--- src/verilog/amss_consts.svh ---
// Constants of the asynchronous memory strobe sequencer: widths, offsets, fields, resets.
// Assumes inclusion by bare name from the package and the design modules.
`ifndef AMSS_CONSTS_SVH
`define AMSS_CONSTS_SVH

// Widths of the memory side, of the register port and of the phase counters.
`define AMSS_CNT_W 8
`define AMSS_CE_W 4
`define AMSS_CS_W 2
`define AMSS_BE_W 2
`define AMSS_ADDR_W 20
`define AMSS_DATA_W 16
`define AMSS_REG_AW 8
`define AMSS_REG_DW 32

// Register offsets, byte addresses on the plain register port.
`define AMSS_OFF_RD_TIMING 8'h00
`define AMSS_OFF_WR_TIMING 8'h04
`define AMSS_OFF_ADDRESS 8'h08
`define AMSS_OFF_WDATA 8'h0c
`define AMSS_OFF_COMMAND 8'h10
`define AMSS_OFF_STATUS 8'h14
`define AMSS_OFF_RDATA 8'h18

// Field positions inside the timing, command and status registers.
`define AMSS_F_SETUP_LSB 0
`define AMSS_F_STROBE_LSB 8
`define AMSS_F_HOLD_LSB 16
`define AMSS_F_CMD_WRITE 0
`define AMSS_F_CMD_CS_LSB 2
`define AMSS_F_CMD_BE_LSB 4
`define AMSS_F_STAT_BUSY 0
`define AMSS_F_STAT_READY 1

// Reset values of the timing registers.
`define AMSS_RST_SETUP 8'h01
`define AMSS_RST_STROBE 8'h04
`define AMSS_RST_HOLD 8'h01

// Counter landmarks: last cycle of a phase and the ready sampling point.
`define AMSS_CNT_LAST 8'h01
`define AMSS_READY_POINT 8'h02
`define AMSS_CNT_ZERO 8'h00

// Idle levels of the pins and the one-hot base of the chip enable decode.
`define AMSS_CE_IDLE 4'hf
`define AMSS_CE_ONE 4'h1
`define AMSS_BE_IDLE 2'h3
`endif

--- src/verilog/amss_pkg.sv ---
// Types shared by the asynchronous memory strobe sequencer.
// Assumes amss_consts.svh is on the include path.
`include "amss_consts.svh"

package amss_pkg;
	// Phases of one asynchronous access.
	typedef enum logic [1:0] {
		AMSS_IDLE,
		AMSS_SETUP,
		AMSS_STROBE,
		AMSS_HOLD
	} amss_state_e;

	// One set of setup, strobe and hold counts.
	typedef struct packed {
		logic [`AMSS_CNT_W-1:0] hold;
		logic [`AMSS_CNT_W-1:0] strobe;
		logic [`AMSS_CNT_W-1:0] setup;
	} amss_timing_s;

	// Select group driven toward the memory.
	typedef struct packed {
		logic [`AMSS_CE_W-1:0] chip_enable_n;
		logic [`AMSS_BE_W-1:0] byte_enable_n;
		logic [`AMSS_ADDR_W-1:0] ext_address;
		logic output_enable_n;
	} amss_sel_s;
endpackage : amss_pkg

--- src/verilog/amss_sync.sv ---
// Two-stage level synchroniser with a clock enable.
// Assumes a single clock domain and an asynchronous active-high reset.
`timescale 1ns/1ps
`default_nettype none

module amss_sync
	import amss_pkg::*;
(
	// Clock, reset and enable.
	input wire logic clk,
	input wire logic rst,
	input wire logic en,
	// Asynchronous level in, synchronised level out.
	input wire logic d,
	output logic q
);
	logic meta_r;
	logic q_r;

	// First stage feeds only the second stage.
	always_ff @(posedge clk or posedge rst) begin
		if (rst) begin
			meta_r <= 1'b1;
			q_r <= 1'b1;
		end else if (en) begin
			meta_r <= d;
			q_r <= meta_r;
		end
	end

	assign q = q_r;

	// The output follows the input two enabled edges later.
	property p_sync_delay;
		@(posedge clk) disable iff (rst || !en)
		en ##1 en |-> q == $past(d, 2);
	endproperty
	a_sync_delay: assert property (p_sync_delay) else $error("ready synchroniser delay wrong");
endmodule : amss_sync

`default_nettype wire

--- src/verilog/amss_seq.sv ---
// Asynchronous memory strobe sequencer of the narrow 16-bit memory port.
// Assumes CORE_CLK is also the memory output clock, so one cycle is one memory clock period.
//
// Summary of operation
// - Setup, strobe and hold are counted in whole memory clock periods.
// - Six counts are programmed: read and write setup, strobe and hold.
// - Read: select signals valid for read setup periods before read strobe falls.
// - Read: select signals stay valid for read hold periods after strobe rises.
// - Write: select signals and data valid for write setup before write strobe.
// - Write: select signals and data stay valid for write hold after strobe.
// - Select group: chip enables, byte enables, address, output enable, write data.
// - Shared control pins act only as output enable, read and write strobe.
// - Read data is captured at the edge that ends the read strobe.
// - The ready input passes a two-stage synchroniser before use.
// - Ready is evaluated only two cycles before the strobe would end.
// - While ready is low the strobe stretches one cycle at a time.
// - After ready returns high the strobe ends two cycles later.
// - Ready is sampled on rising edges of the memory clock.
//
// The implementer's own choices: the register addresses and the plain strobed port.
`timescale 1ns/1ps
`default_nettype none
`include "amss_consts.svh"

module amss_seq
	import amss_pkg::*;
(
	// Clock, reset and clock enable.
	input wire logic CORE_CLK,
	input wire logic RESET,
	input wire logic CLK_EN,
	// Register port.
	input wire logic [`AMSS_REG_AW-1:0] REG_ADDR,
	input wire logic [`AMSS_REG_DW-1:0] REG_WDATA,
	input wire logic REG_WR,
	input wire logic REG_RD,
	output logic [`AMSS_REG_DW-1:0] REG_RDATA,
	// Select group toward the memory.
	output logic [`AMSS_CE_W-1:0] CHIP_ENABLE_N,
	output logic [`AMSS_BE_W-1:0] BYTE_ENABLE_N,
	output logic [`AMSS_ADDR_W-1:0] EXT_ADDRESS,
	output logic OUTPUT_ENABLE_N,
	// Strobes.
	output logic READ_STROBE_N,
	output logic WRITE_STROBE_N,
	// Two-way data bus and ready.
	input wire logic [`AMSS_DATA_W-1:0] EXT_DATA_IN,
	output logic [`AMSS_DATA_W-1:0] EXT_DATA_OUT,
	output logic EXT_DATA_OE,
	input wire logic EXT_READY_IN
);
	// A programmed count of zero is taken as one period.
	function automatic logic [`AMSS_CNT_W-1:0] amss_eff(input logic [`AMSS_CNT_W-1:0] n);
		return (n == `AMSS_CNT_ZERO) ? `AMSS_CNT_LAST : n;
	endfunction : amss_eff

	amss_timing_s rd_timing_r;
	amss_timing_s wr_timing_r;
	amss_timing_s cur_timing_r;
	logic [`AMSS_ADDR_W-1:0] addr_r;
	logic [`AMSS_DATA_W-1:0] wdata_r;
	logic [`AMSS_DATA_W-1:0] rdata_r;
	logic [`AMSS_CS_W-1:0] cs_r;
	logic [`AMSS_BE_W-1:0] be_r;
	logic wr_dir_r;
	amss_state_e state_r;
	amss_state_e state_nxt;
	logic [`AMSS_CNT_W-1:0] cnt_r;
	logic [`AMSS_CNT_W-1:0] cnt_nxt;
	amss_sel_s sel_r;
	amss_sel_s sel_nxt;
	logic rd_n_r;
	logic we_n_r;
	logic [`AMSS_DATA_W-1:0] dout_r;
	logic doe_r;
	logic [`AMSS_REG_DW-1:0] reg_rdata_r;
	logic ready_s;

	// Ready crosses a two-stage synchroniser on the memory clock.
	amss_sync u_ready_sync (
		.clk(CORE_CLK),
		.rst(RESET),
		.en(CLK_EN),
		.d(EXT_READY_IN),
		.q(ready_s)
	);

	// Register decode and command acceptance.
	wire idle = (state_r == AMSS_IDLE);
	wire wr_rd_timing = REG_WR && (REG_ADDR == `AMSS_OFF_RD_TIMING);
	wire wr_wr_timing = REG_WR && (REG_ADDR == `AMSS_OFF_WR_TIMING);
	wire wr_address = REG_WR && (REG_ADDR == `AMSS_OFF_ADDRESS);
	wire wr_wdata = REG_WR && (REG_ADDR == `AMSS_OFF_WDATA);
	wire start = REG_WR && (REG_ADDR == `AMSS_OFF_COMMAND) && idle;
	wire cmd_write = REG_WDATA[`AMSS_F_CMD_WRITE];
	wire [`AMSS_CS_W-1:0] cmd_cs = REG_WDATA[`AMSS_F_CMD_CS_LSB +: `AMSS_CS_W];
	wire [`AMSS_BE_W-1:0] cmd_be = REG_WDATA[`AMSS_F_CMD_BE_LSB +: `AMSS_BE_W];
	wire amss_timing_s new_timing = {REG_WDATA[`AMSS_F_HOLD_LSB +: `AMSS_CNT_W],
		REG_WDATA[`AMSS_F_STROBE_LSB +: `AMSS_CNT_W],
		REG_WDATA[`AMSS_F_SETUP_LSB +: `AMSS_CNT_W]};
	wire amss_timing_s start_timing = cmd_write ? wr_timing_r : rd_timing_r;

	// Read data selection; unmapped offsets read as zero.
	wire [`AMSS_REG_DW-1:0] status_word = {{(`AMSS_REG_DW-2){1'b0}}, ready_s, ~idle};
	wire [`AMSS_REG_DW-1:0] cmd_word = {{(`AMSS_REG_DW-6){1'b0}}, be_r, cs_r, 1'b0, wr_dir_r};
	wire [`AMSS_REG_DW-1:0] rd_mux =
		(REG_ADDR == `AMSS_OFF_RD_TIMING) ? {{(`AMSS_REG_DW-24){1'b0}}, rd_timing_r} :
		(REG_ADDR == `AMSS_OFF_WR_TIMING) ? {{(`AMSS_REG_DW-24){1'b0}}, wr_timing_r} :
		(REG_ADDR == `AMSS_OFF_ADDRESS) ? {{(`AMSS_REG_DW-`AMSS_ADDR_W){1'b0}}, addr_r} :
		(REG_ADDR == `AMSS_OFF_WDATA) ? {{(`AMSS_REG_DW-`AMSS_DATA_W){1'b0}}, wdata_r} :
		(REG_ADDR == `AMSS_OFF_COMMAND) ? cmd_word :
		(REG_ADDR == `AMSS_OFF_STATUS) ? status_word :
		(REG_ADDR == `AMSS_OFF_RDATA) ? {{(`AMSS_REG_DW-`AMSS_DATA_W){1'b0}}, rdata_r} :
		{`AMSS_REG_DW{1'b0}};

	// Phase sequencing; every count is one memory clock period per step.
	wire last = (cnt_r == `AMSS_CNT_LAST);
	wire at_ready_point = (cnt_r == `AMSS_READY_POINT);
	wire capture = (state_r == AMSS_STROBE) && last && !wr_dir_r;
	always_comb begin
		state_nxt = state_r;
		cnt_nxt = cnt_r;
		case (state_r)
			AMSS_IDLE: begin
				if (start) begin
					state_nxt = AMSS_SETUP;
					cnt_nxt = amss_eff(start_timing.setup);
				end
			end
			AMSS_SETUP: begin
				if (last) begin
					state_nxt = AMSS_STROBE;
					cnt_nxt = amss_eff(cur_timing_r.strobe);
				end else begin
					cnt_nxt = cnt_r - `AMSS_CNT_LAST;
				end
			end
			AMSS_STROBE: begin
				if (last) begin
					state_nxt = AMSS_HOLD;
					cnt_nxt = amss_eff(cur_timing_r.hold);
				end else if (at_ready_point && !ready_s) begin
					cnt_nxt = cnt_r;
				end else begin
					cnt_nxt = cnt_r - `AMSS_CNT_LAST;
				end
			end
			AMSS_HOLD: begin
				if (last) begin
					state_nxt = AMSS_IDLE;
					cnt_nxt = `AMSS_CNT_ZERO;
				end else begin
					cnt_nxt = cnt_r - `AMSS_CNT_LAST;
				end
			end
			default: begin
				state_nxt = AMSS_IDLE;
				cnt_nxt = `AMSS_CNT_ZERO;
			end
		endcase
	end

	// Next pin levels; the select group is valid through all three phases.
	wire active_nxt = (state_nxt != AMSS_IDLE);
	wire strobe_nxt = (state_nxt == AMSS_STROBE);
	wire [`AMSS_CS_W-1:0] cs_use = idle ? cmd_cs : cs_r;
	wire [`AMSS_BE_W-1:0] be_use = idle ? cmd_be : be_r;
	wire wr_use = idle ? cmd_write : wr_dir_r;
	wire [`AMSS_CE_W-1:0] ce_dec = ~(`AMSS_CE_ONE << cs_use);
	// One driver for the whole select word, fields in struct order.
	assign sel_nxt = {active_nxt ? ce_dec : `AMSS_CE_IDLE,
		active_nxt ? ~be_use : `AMSS_BE_IDLE,
		addr_r,
		!(active_nxt && !wr_use)};

	// Register file and command latches.
	always_ff @(posedge CORE_CLK or posedge RESET) begin
		if (RESET) begin
			rd_timing_r <= {`AMSS_RST_HOLD, `AMSS_RST_STROBE, `AMSS_RST_SETUP};
			wr_timing_r <= {`AMSS_RST_HOLD, `AMSS_RST_STROBE, `AMSS_RST_SETUP};
			cur_timing_r <= {`AMSS_RST_HOLD, `AMSS_RST_STROBE, `AMSS_RST_SETUP};
			addr_r <= '0;
			wdata_r <= '0;
			cs_r <= '0;
			be_r <= '0;
			wr_dir_r <= 1'b0;
			rdata_r <= '0;
			reg_rdata_r <= '0;
		end else if (CLK_EN) begin
			if (wr_rd_timing) rd_timing_r <= new_timing;
			if (wr_wr_timing) wr_timing_r <= new_timing;
			if (wr_address && idle) addr_r <= REG_WDATA[`AMSS_ADDR_W-1:0];
			if (wr_wdata && idle) wdata_r <= REG_WDATA[`AMSS_DATA_W-1:0];
			if (start) begin
				cur_timing_r <= start_timing;
				cs_r <= cmd_cs;
				be_r <= cmd_be;
				wr_dir_r <= cmd_write;
			end
			if (capture) rdata_r <= EXT_DATA_IN;
			reg_rdata_r <= REG_RD ? rd_mux : '0;
		end
	end

	// Sequencer state and registered pins.
	always_ff @(posedge CORE_CLK or posedge RESET) begin
		if (RESET) begin
			state_r <= AMSS_IDLE;
			cnt_r <= `AMSS_CNT_ZERO;
			sel_r <= {`AMSS_CE_IDLE, `AMSS_BE_IDLE, {`AMSS_ADDR_W{1'b0}}, 1'b1};
			rd_n_r <= 1'b1;
			we_n_r <= 1'b1;
			dout_r <= '0;
			doe_r <= 1'b0;
		end else if (CLK_EN) begin
			state_r <= state_nxt;
			cnt_r <= cnt_nxt;
			sel_r <= sel_nxt;
			rd_n_r <= !(strobe_nxt && !wr_use);
			we_n_r <= !(strobe_nxt && wr_use);
			dout_r <= wdata_r;
			doe_r <= active_nxt && wr_use;
		end
	end

	// Pins come straight from the flip-flops.
	assign CHIP_ENABLE_N = sel_r.chip_enable_n;
	assign BYTE_ENABLE_N = sel_r.byte_enable_n;
	assign EXT_ADDRESS = sel_r.ext_address;
	assign OUTPUT_ENABLE_N = sel_r.output_enable_n;
	assign READ_STROBE_N = rd_n_r;
	assign WRITE_STROBE_N = we_n_r;
	assign EXT_DATA_OUT = dout_r;
	assign EXT_DATA_OE = doe_r;
	assign REG_RDATA = reg_rdata_r;

	// Helper counters measuring setup and hold at the pins.
	wire sel_act = ~&CHIP_ENABLE_N;
	wire strobes_high = READ_STROBE_N && WRITE_STROBE_N;
	logic seen_strobe_r;
	logic [`AMSS_CNT_W-1:0] pre_cnt_r;
	logic [`AMSS_CNT_W-1:0] post_cnt_r;
	always_ff @(posedge CORE_CLK or posedge RESET) begin
		if (RESET) begin
			seen_strobe_r <= 1'b0;
			pre_cnt_r <= `AMSS_CNT_ZERO;
			post_cnt_r <= `AMSS_CNT_ZERO;
		end else if (CLK_EN) begin
			seen_strobe_r <= sel_act && (seen_strobe_r || !strobes_high);
			pre_cnt_r <= (sel_act && strobes_high && !seen_strobe_r) ?
				pre_cnt_r + `AMSS_CNT_LAST : (sel_act ? pre_cnt_r : `AMSS_CNT_ZERO);
			post_cnt_r <= (sel_act && strobes_high && seen_strobe_r) ?
				post_cnt_r + `AMSS_CNT_LAST : (sel_act ? post_cnt_r : `AMSS_CNT_ZERO);
		end
	end

	// Read setup measured at the pins equals the latched count.
	property p_rd_setup;
		@(posedge CORE_CLK) disable iff (RESET || !CLK_EN)
		$fell(READ_STROBE_N) |-> pre_cnt_r == amss_eff(cur_timing_r.setup);
	endproperty
	a_rd_setup: assert property (p_rd_setup) else $error("read setup length wrong");

	// Read hold measured at the pins equals the latched count.
	property p_rd_hold;
		@(posedge CORE_CLK) disable iff (RESET || !CLK_EN)
		$rose(&CHIP_ENABLE_N) && !wr_dir_r |-> post_cnt_r == amss_eff(cur_timing_r.hold);
	endproperty
	a_rd_hold: assert property (p_rd_hold) else $error("read hold length wrong");

	// Write setup with data driven for the latched count.
	property p_wr_setup;
		@(posedge CORE_CLK) disable iff (RESET || !CLK_EN)
		$fell(WRITE_STROBE_N) |-> pre_cnt_r == amss_eff(cur_timing_r.setup) && EXT_DATA_OE;
	endproperty
	a_wr_setup: assert property (p_wr_setup) else $error("write setup length wrong");

	// Write hold with data still driven until select drops.
	property p_wr_hold;
		@(posedge CORE_CLK) disable iff (RESET || !CLK_EN)
		$rose(&CHIP_ENABLE_N) && wr_dir_r |->
			post_cnt_r == amss_eff(cur_timing_r.hold) && $past(EXT_DATA_OE);
	endproperty
	a_wr_hold: assert property (p_wr_hold) else $error("write hold length wrong");

	// Read strobe and write strobe are never low together.
	property p_one_strobe;
		@(posedge CORE_CLK) disable iff (RESET)
		!(!READ_STROBE_N && !WRITE_STROBE_N) && (READ_STROBE_N || !OUTPUT_ENABLE_N);
	endproperty
	a_one_strobe: assert property (p_one_strobe) else $error("strobes overlap");

	// Read data is the bus value at the edge that ends the strobe.
	property p_capture;
		@(posedge CORE_CLK) disable iff (RESET || !CLK_EN)
		$rose(READ_STROBE_N) |-> rdata_r == $past(EXT_DATA_IN);
	endproperty
	a_capture: assert property (p_capture) else $error("read data not captured");

	// Away from the ready point the strobe counts down regardless of ready.
	property p_ignore_ready;
		@(posedge CORE_CLK) disable iff (RESET || !CLK_EN)
		state_r == AMSS_STROBE && cnt_r > `AMSS_READY_POINT |=> cnt_r == $past(cnt_r) - 8'h01;
	endproperty
	a_ignore_ready: assert property (p_ignore_ready) else $error("ready seen off point");

	// Ready low at the point holds the strobe one more cycle.
	property p_stretch;
		@(posedge CORE_CLK) disable iff (RESET || !CLK_EN)
		state_r == AMSS_STROBE && at_ready_point && !ready_s |=>
			state_r == AMSS_STROBE && at_ready_point && !(READ_STROBE_N && WRITE_STROBE_N);
	endproperty
	a_stretch: assert property (p_stretch) else $error("strobe not stretched");

	// Ready high at the point ends the strobe two cycles later.
	property p_end_after_ready;
		@(posedge CORE_CLK) disable iff (RESET || !CLK_EN)
		state_r == AMSS_STROBE && at_ready_point && ready_s |->
			##1 (!READ_STROBE_N || !WRITE_STROBE_N) ##1 strobes_high;
	endproperty
	a_end_after_ready: assert property (p_end_after_ready) else $error("strobe end late");
endmodule : amss_seq

`default_nettype wire

--- config.mk ---
export PLATFORM = sky130hd
export DESIGN_NAME = amss_seq
export DESIGN_NICKNAME = d
export VERILOG_FILES = /design/src/verilog/amss_pkg.sv /design/src/verilog/amss_sync.sv /design/src/verilog/amss_seq.sv
export VERILOG_INCLUDE_DIRS = /design/src /design/src/verilog
export SDC_FILE = /design/constraint.sdc
export NUM_CORES = 1
export LEC_CHECK = 0
export ABC_AREA = 1
export ABC_CLOCK_PERIOD_IN_PS = 6600
export BUFFER_PORTS_ARGS = -buffer_cell sky130_fd_sc_hd__buf_2
export CORE_UTILIZATION = 52
export DETAILED_ROUTE_END_ITERATION = 10
export HOLD_SLACK_MARGIN = 0.12
export PLACE_DENSITY_LB_ADDON = 0.12
export SLEW_MARGIN = 30
export SYNTH_ARGS = -nofsm -noshare
export SYNTH_HDL_FRONTEND = slang
export SYNTH_HIERARCHICAL = 1
export SYNTH_SLANG_ARGS = --single-unit
--- constraint.sdc ---
create_clock -name CORE_CLK -period 6.6 [get_ports CORE_CLK]
set_input_delay 1.32 -clock CORE_CLK [delete_from_list [all_inputs] [get_ports CORE_CLK]]
set_output_delay 1.32 -clock CORE_CLK [all_outputs]
set_load 0.05 [all_outputs]
==> results of run 1 <==
[worst paths after layout]
path                       slack (ns)                         endpoint                       startpoint
min in group asynchronous        0.81          EXT_DATA_OE$_DFFE_PP0P_                            RESET
setup / recovery                 3.53      wr_timing_r[13]$_DFFE_PP0P_                      REG_ADDR[0]
setup reg to reg                 4.03          rdata_r[13]$_DFFE_PP0P_             cnt_r[2]$_DFFE_PP0P_
hold / removal                   0.47  u_ready_sync/meta_r$_DFFE_PP1P_  u_ready_sync/meta_r$_DFFE_PP1P_
max in group asynchronous        4.64       EXT_ADDRESS[6]$_DFFE_PP0P_                            RESET
hold reg to reg                  0.47  u_ready_sync/meta_r$_DFFE_PP1P_  u_ready_sync/meta_r$_DFFE_PP1P_
[power by group]
part           internal, uW  leakage [uW]  switching (uW)  total, uW
Clock                   659      0.000321             474       1130
Sequential             1370       0.00275            80.2       1450
Combinational           186       0.00268             458        644
[critical path, cell delays in order]
cell	delay, ns
buf_2	0.10
inv_2	0.05
nand2_2	0.11
nor2_4	0.13
nand2_1	0.10
nor2_4	0.61
nand2_1	0.40
buf_4	0.39
nand2_1	0.12
o21ai_0	0.08
[cell families (layout without fill, tap and decap cells)]
family          after synthesis  after routing  share of synthesized area (%)
simple gates                588            588                           25.3
flops                       203            203                           53.8
compound gates              191            191                           10.9
buf+inv                     172            279                           7.72
mux                          16             16                           1.69
fa+ha+maj                     3              3                          0.396
other cells                   1              8                         0.0395
xor+xnor                      1              1                         0.0923
[cell usage in the layout (no fill, tap or decap), types with 2 or more instances in the layout]
cell       count
nand2_1      421
dfrtp_1      184
buf_2        123
o21ai_1      112
inv_1         88
nor2_1        68
nand3_1       61
a21oi_1       27
o21ai_0       23
clkbuf_16     21
dfstp_2       19
mux2i_1       16
inv_2         15
nand4_1       11
o21ai_2       10
buf_4         10
clkbuf_1       9
conb_1         8
nor2_2         7
o22ai_1        7
o211ai_1       6
clkbuf_8       6
nor3_1         5
nand2_2        4
a22o_1         4
ha_1           3
clkinv_1       2
nor2_4         2
nor3_2         2
nand3_2        2
or2_2          2
buf_12         2
[metrics by stage]
| stage | std cells | setup WS (ns) | area (um^2) | power (uW) |
|---|---|---|---|---|
| after floorplan | 1182 | 2.69 | 9520 | 1960 |
| after detailed placement | 1479 | 3.10 | 10200 | 2110 |
| after global placement | 1479 | 3.19 | 10200 | 2100 |
| after global routing | 1518 | 3.40 | 10900 | 3390 |
| final | 1518 | 3.53 | 10900 | 3220 |
| after CTS | 1517 | 3.59 | 10800 | 3250 |
[sequential cells by signal, indices dropped and copies added, names as in the netlist, 2 cells and up]
register	cells
wdata_r	16
be_r	2
wr_timing_r	24
state_r	2
addr_r	20
EXT_ADDRESS	20
CHIP_ENABLE_N	4
rd_timing_r	24
EXT_DATA_OUT	16
cnt_r	8
cur_timing_r	16
rdata_r	16
cs_r	2
REG_RDATA	24
BYTE_ENABLE_N	2
[cell type report]
| cell class | instances | area share [%] |
|---|---|---|
| clock inverters | 2 | 0.127 |
| inverters | 106 | 3.69 |
| well taps | 229 | 2.64 |
| repair buffers | 135 | 6.72 |
| flip-flops and latches | 203 | 46.9 |
| clock buffers | 36 | 5.90 |
| multi-input cells | 807 | 34.0 |
[layer usage]
layer	GRT usage [%]	share of wire, %	wire length [um]	vias to the layer above
li1	-	-	-	3929
met1	36.5	46	10700	3725
met2	42.6	47	11000	211
met3	3.81	4.9	1150	41
met4	7.75	2.5	578	0
met5	0	0	0	-
==> qor.csv, run 1 <==
metric,value,unit
outcome,"complete, no violations",
Iter 0 DRT Violations,514,
FF/Latch Area,5100,um^2
synth top area cells,"dfrtp_1 (49%), nand2_1 (17%), o21ai_1 (5.9%), dfstp_2 (5.3%), inv_1 (3.5%)",
Final Setup Violations,0,
Post-synth top flop,dfrtp_1,
Post-CTS Setup Bufs,0,
Final #Nets,1339,
die area,18800,um^2
period utilisation layout,46.5,%
"Distinct cells, synth",36,
setup TNS,0,ns
max_cap viols,0,
Critical Path End Type,flip-flop,
Final Hold Viols,0,
H-tree Lvls,1,
number of synthesized flops with an enable pin,0,
most frequent cell after synthesis,nand2_1,
RSZ-0062 raised after global routing,no,
FF-to-FF path depth,8,
kind of critical path,in -> reg,
Worst-Margin Slew,0.883,ns
initial antenna violation count,0,
DR DRC count,0,
number of max-slew violations in the final report,0,
CTS tree,built,
I/O pins,140,
share of layout cells above drive strength 1,17.8,%
Hold Path Class,reg -> reg,
multi-input logic area,3690,um^2
Cell Rows,49,
Synth Cell Area,9490,um^2
crit path DAT,3.44,ns
Antenna Nets Post-Route,0,
Fmax achieved,326,MHz
synthesized flop and latch total,203,
CP Launch Type,input port,
vias in the first global route,7464,
pin count of the biggest net entering global routing,161,
VDD IR max,0.216,mV
IO Port Bufs,123,
clock buffer depth,3,
All-Layer GR Usage,26.2,%
core area,17900,um^2
first-pass GRT wire length,38.0,mm
DR vias,7906,
total number of yosys warnings,6,
post-CTS sizing,0,
routed len/inst,15.5,um
Pwr Density,297,nW/um^2
Area Growth Syn to Fin,14.6,%
DP Wirelength,15.8,mm
"CTS clk-pin slew, worst paths",0.06,ns
synthesized netlist cell count,1175,
LEAKAGE,0.00575,uW
fill count,1666,
Synth area leader,dfrtp_1,
Setup Skew,0.0111,ns
Root Buffer,clkbuf_16,
WL final,23.5,mm
hold_ws,0.465,ns
"Core Util, Final",60.7,%
die height,137,um
total grt overflow,0,
relative slew slack,41.1,%
register area share after synthesis,53.8,%
hold_buf cts,0,
Die X,137,um
worst skew pair latency,0.50,ns
CTS sink cnt,203,
Avg Inst Size Synth,8.08,um^2
crit path max fanout,40,
Yosys top cell area share,48.5,%
Hold Path Depth,2,
antenna cells,0,
starting density of the core,53.0,%
synth cell count leaders,"nand2_1 (422), dfrtp_1 (184), o21ai_1 (112)",
Via density,5.21,
Worst Path Required,6.97,ns
post-synthesis async set-or-reset flop share,100,%
fin crit period,3.07,ns
total CTS buffers,21,
GP Congestion,0.907,
DR pass1 iterations,5,
Note: power is estimated with default switching activity, not from simulation.
==> run 2, diff against run 1 <==
--- a/config.mk
+++ b/config.mk
@@ -7,7 +7,7 @@
 export NUM_CORES = 1
 export LEC_CHECK = 0
 export ABC_AREA = 1
-export ABC_CLOCK_PERIOD_IN_PS = 6600
+export ABC_CLOCK_PERIOD_IN_PS = 2600
 export BUFFER_PORTS_ARGS = -buffer_cell sky130_fd_sc_hd__buf_2
 export CORE_UTILIZATION = 52
 export DETAILED_ROUTE_END_ITERATION = 10
==> constraint.sdc (replaced) <==
create_clock -name CORE_CLK -period 2.6 [get_ports CORE_CLK]
set_input_delay 0.52 -clock CORE_CLK [delete_from_list [all_inputs] [get_ports CORE_CLK]]
set_output_delay 0.52 -clock CORE_CLK [all_outputs]
set_load 0.05 [all_outputs]
==> run 2 against run 1 <==
The flow now finishes with violations (design-rule violations). Power rose to 2.6 times the previous value. Sequential power rose to 2.5 times the previous value. Core utilization up 1.4 points. Critical endpoint is now rdata_r[3]$_DFFE_PP0P_.
==> qor.csv, run 2 (synthesis gave the netlist of run 1 again) <==
metric,value,unit
Final Hold Viols,0,
Die X,137,um
FF-to-FF path depth,9,
setup ws final,0.454,ns
Fmax achieved,466,MHz
"commonest non-fill, non-tap cell in the layout",nand2_1,
crit path DAT,2.52,ns
die height,137,um
die area,18800,um^2
Worst Path Required,2.98,ns
H-tree Lvls,1,
FF/Latch Area,5100,um^2
IO Port Bufs,123,
"Core Util, Final",62.1,%
Final Setup Violations,0,
Met3 Wirelength,1.31,mm
worst-path cell chain,nor2_2 -> nand2_1 -> nor2_2 -> nand2_1 -> inv_2 -> nand3_2 -> buf_4 -> nand2_1 -> o21ai_2,
placed instance count,1496,
DR DRC count,2,
final instance area,11100,um^2
I/O pins,140,
clock buffer depth,3,
WL final,24.8,mm
Final #Nets,1357,
failing checks,design-rule violations,
All-Layer GR Usage,27.5,%
total grt overflow,0,
pre-CTS WS,0.496,ns
Root Buffer,clkbuf_16,
most frequent cells in the layout,"nand2_1 (422), dfrtp_1 (184), buf_2 (123), o21ai_1 (112), inv_1 (88)",
routed len/inst,16.2,um
worst skew pair latency,0.51,ns
DR top layer,met4,
Cell Rows,49,
antenna cells,0,
DR vias,8072,
Hold Path Class,in -> reg,
fill count,1644,
non-filler cells in the finished layout,1537,
Via density,5.25,
CTS tree,built,
VDD IR max,0.621,mV
post-CTS sizing,0,
DR pass1 iterations,8,
fin crit period,2.15,ns
share of layout cells above drive strength 1,18.8,%
core area,17900,um^2
R2R Path End,rdata_r[3]$_DFFE_PP0P_,
Post-CTS Setup Bufs,0,
Setup Skew,0.0189,ns
initial antenna violation count,0,
Iter 0 DRT Violations,506,
starting density of the core,53.0,%
hold_buf cts,1,
max_cap viols,0,
crit path max fanout,32,
vias in the first global route,7765,
multi-input logic area,3680,um^2
CP dominant cell by count,nand2_1,
hold_sp,EXT_READY_IN,
power after layout,8500,uW
relative slew slack,56.2,%
CTS sink cnt,203,
R2R Setup Slk,0.45,ns
period utilisation layout,82.6,%
outcome,finished with violations,
RR Startpoint,cnt_r[2]$_DFFE_PP0P_,
first-pass GRT wire length,40.0,mm
CP Launch Type,flip-flop,
routed wl met2,12.0,mm
Critical Path End Type,flip-flop,
crit path launch,cnt_r[2]$_DFFE_PP0P_,
max incr delay on CP,0.43,ns
number of max-slew violations in the final report,0,
Worst-Margin Slew,0.657,ns
GP Congestion,0.898,
"CTS clk-pin slew, worst paths",0.07,ns
Hold Crit Endpoint,u_ready_sync/meta_r$_DFFE_PP1P_,
Area Growth Syn to Fin,17.1,%
LEAKAGE,0.00588,uW
kind of critical path,reg -> reg,
DP Area,10400,um^2
RSZ-0062 raised after global routing,no,
Hold Path Depth,3,
Pwr Density,765,nW/um^2
metal1 wirelength,11.0,mm
total CTS buffers,22,
Antenna Nets Post-Route,0,
DP Wirelength,17.1,mm
pin count of the biggest net entering global routing,51,
slowest CP cell,nor2_2,
run 2: final cells by class:
class | instances | area share [%]
inverters | 106 | 3.61
flip-flops and latches | 203 | 45.9
clock inverters | 6 | 0.855
well taps | 229 | 2.58
clock buffers | 34 | 5.63
multi-input cells | 807 | 33.1
repair buffers | 152 | 8.31
run 2: routing by layer:
layer	up-vias	GRT usage [%]
met5	-	0
met4	0	6.78
met3	40	3.52
met2	225	46.9
met1	3834	37.2
li1	3973	-
run 2: worst max-delay path by stage:
stage / to / slack [ns]
2_1_floorplan: EXT_ADDRESS[0]$_DFFE_PP0P_ / -0.51
3_3_place_gp: rdata_r[6]$_DFFE_PP0P_ / 0.51
3_5_place_dp: rdata_r[12]$_DFFE_PP0P_ / 0.50
4_1_cts: rdata_r[3]$_DFFE_PP0P_ / 0.48
5_1_grt: rdata_r[0]$_DFFE_PP0P_ / 0.29
6_report: rdata_r[3]$_DFFE_PP0P_ / 0.45
run 2: per-stage QoR:
stage	setup TNS [ns]	hold slack (ns)
after floorplan	-93.55	0.432
after global routing	0	0.232
after CTS	0	0.211
after detailed placement	0	0.456
final	0	0.225
after global placement	0	0.450
run 2: worst max-delay path, delay by kind of cell (launching register included):
kind                   cells  cell delay, ns
buffers and inverters      2            0.44
flip-flops                 1            0.42
AO/OA/AOI/OAI              1            0.06
AND/OR/NAND/NOR            6            1.09
run 2: power breakdown:
group	internal (uW)	total, uW	switching [uW]
clock	1860	3130	1270
combinational	504	1690	1190
sequential	3470	3680	206
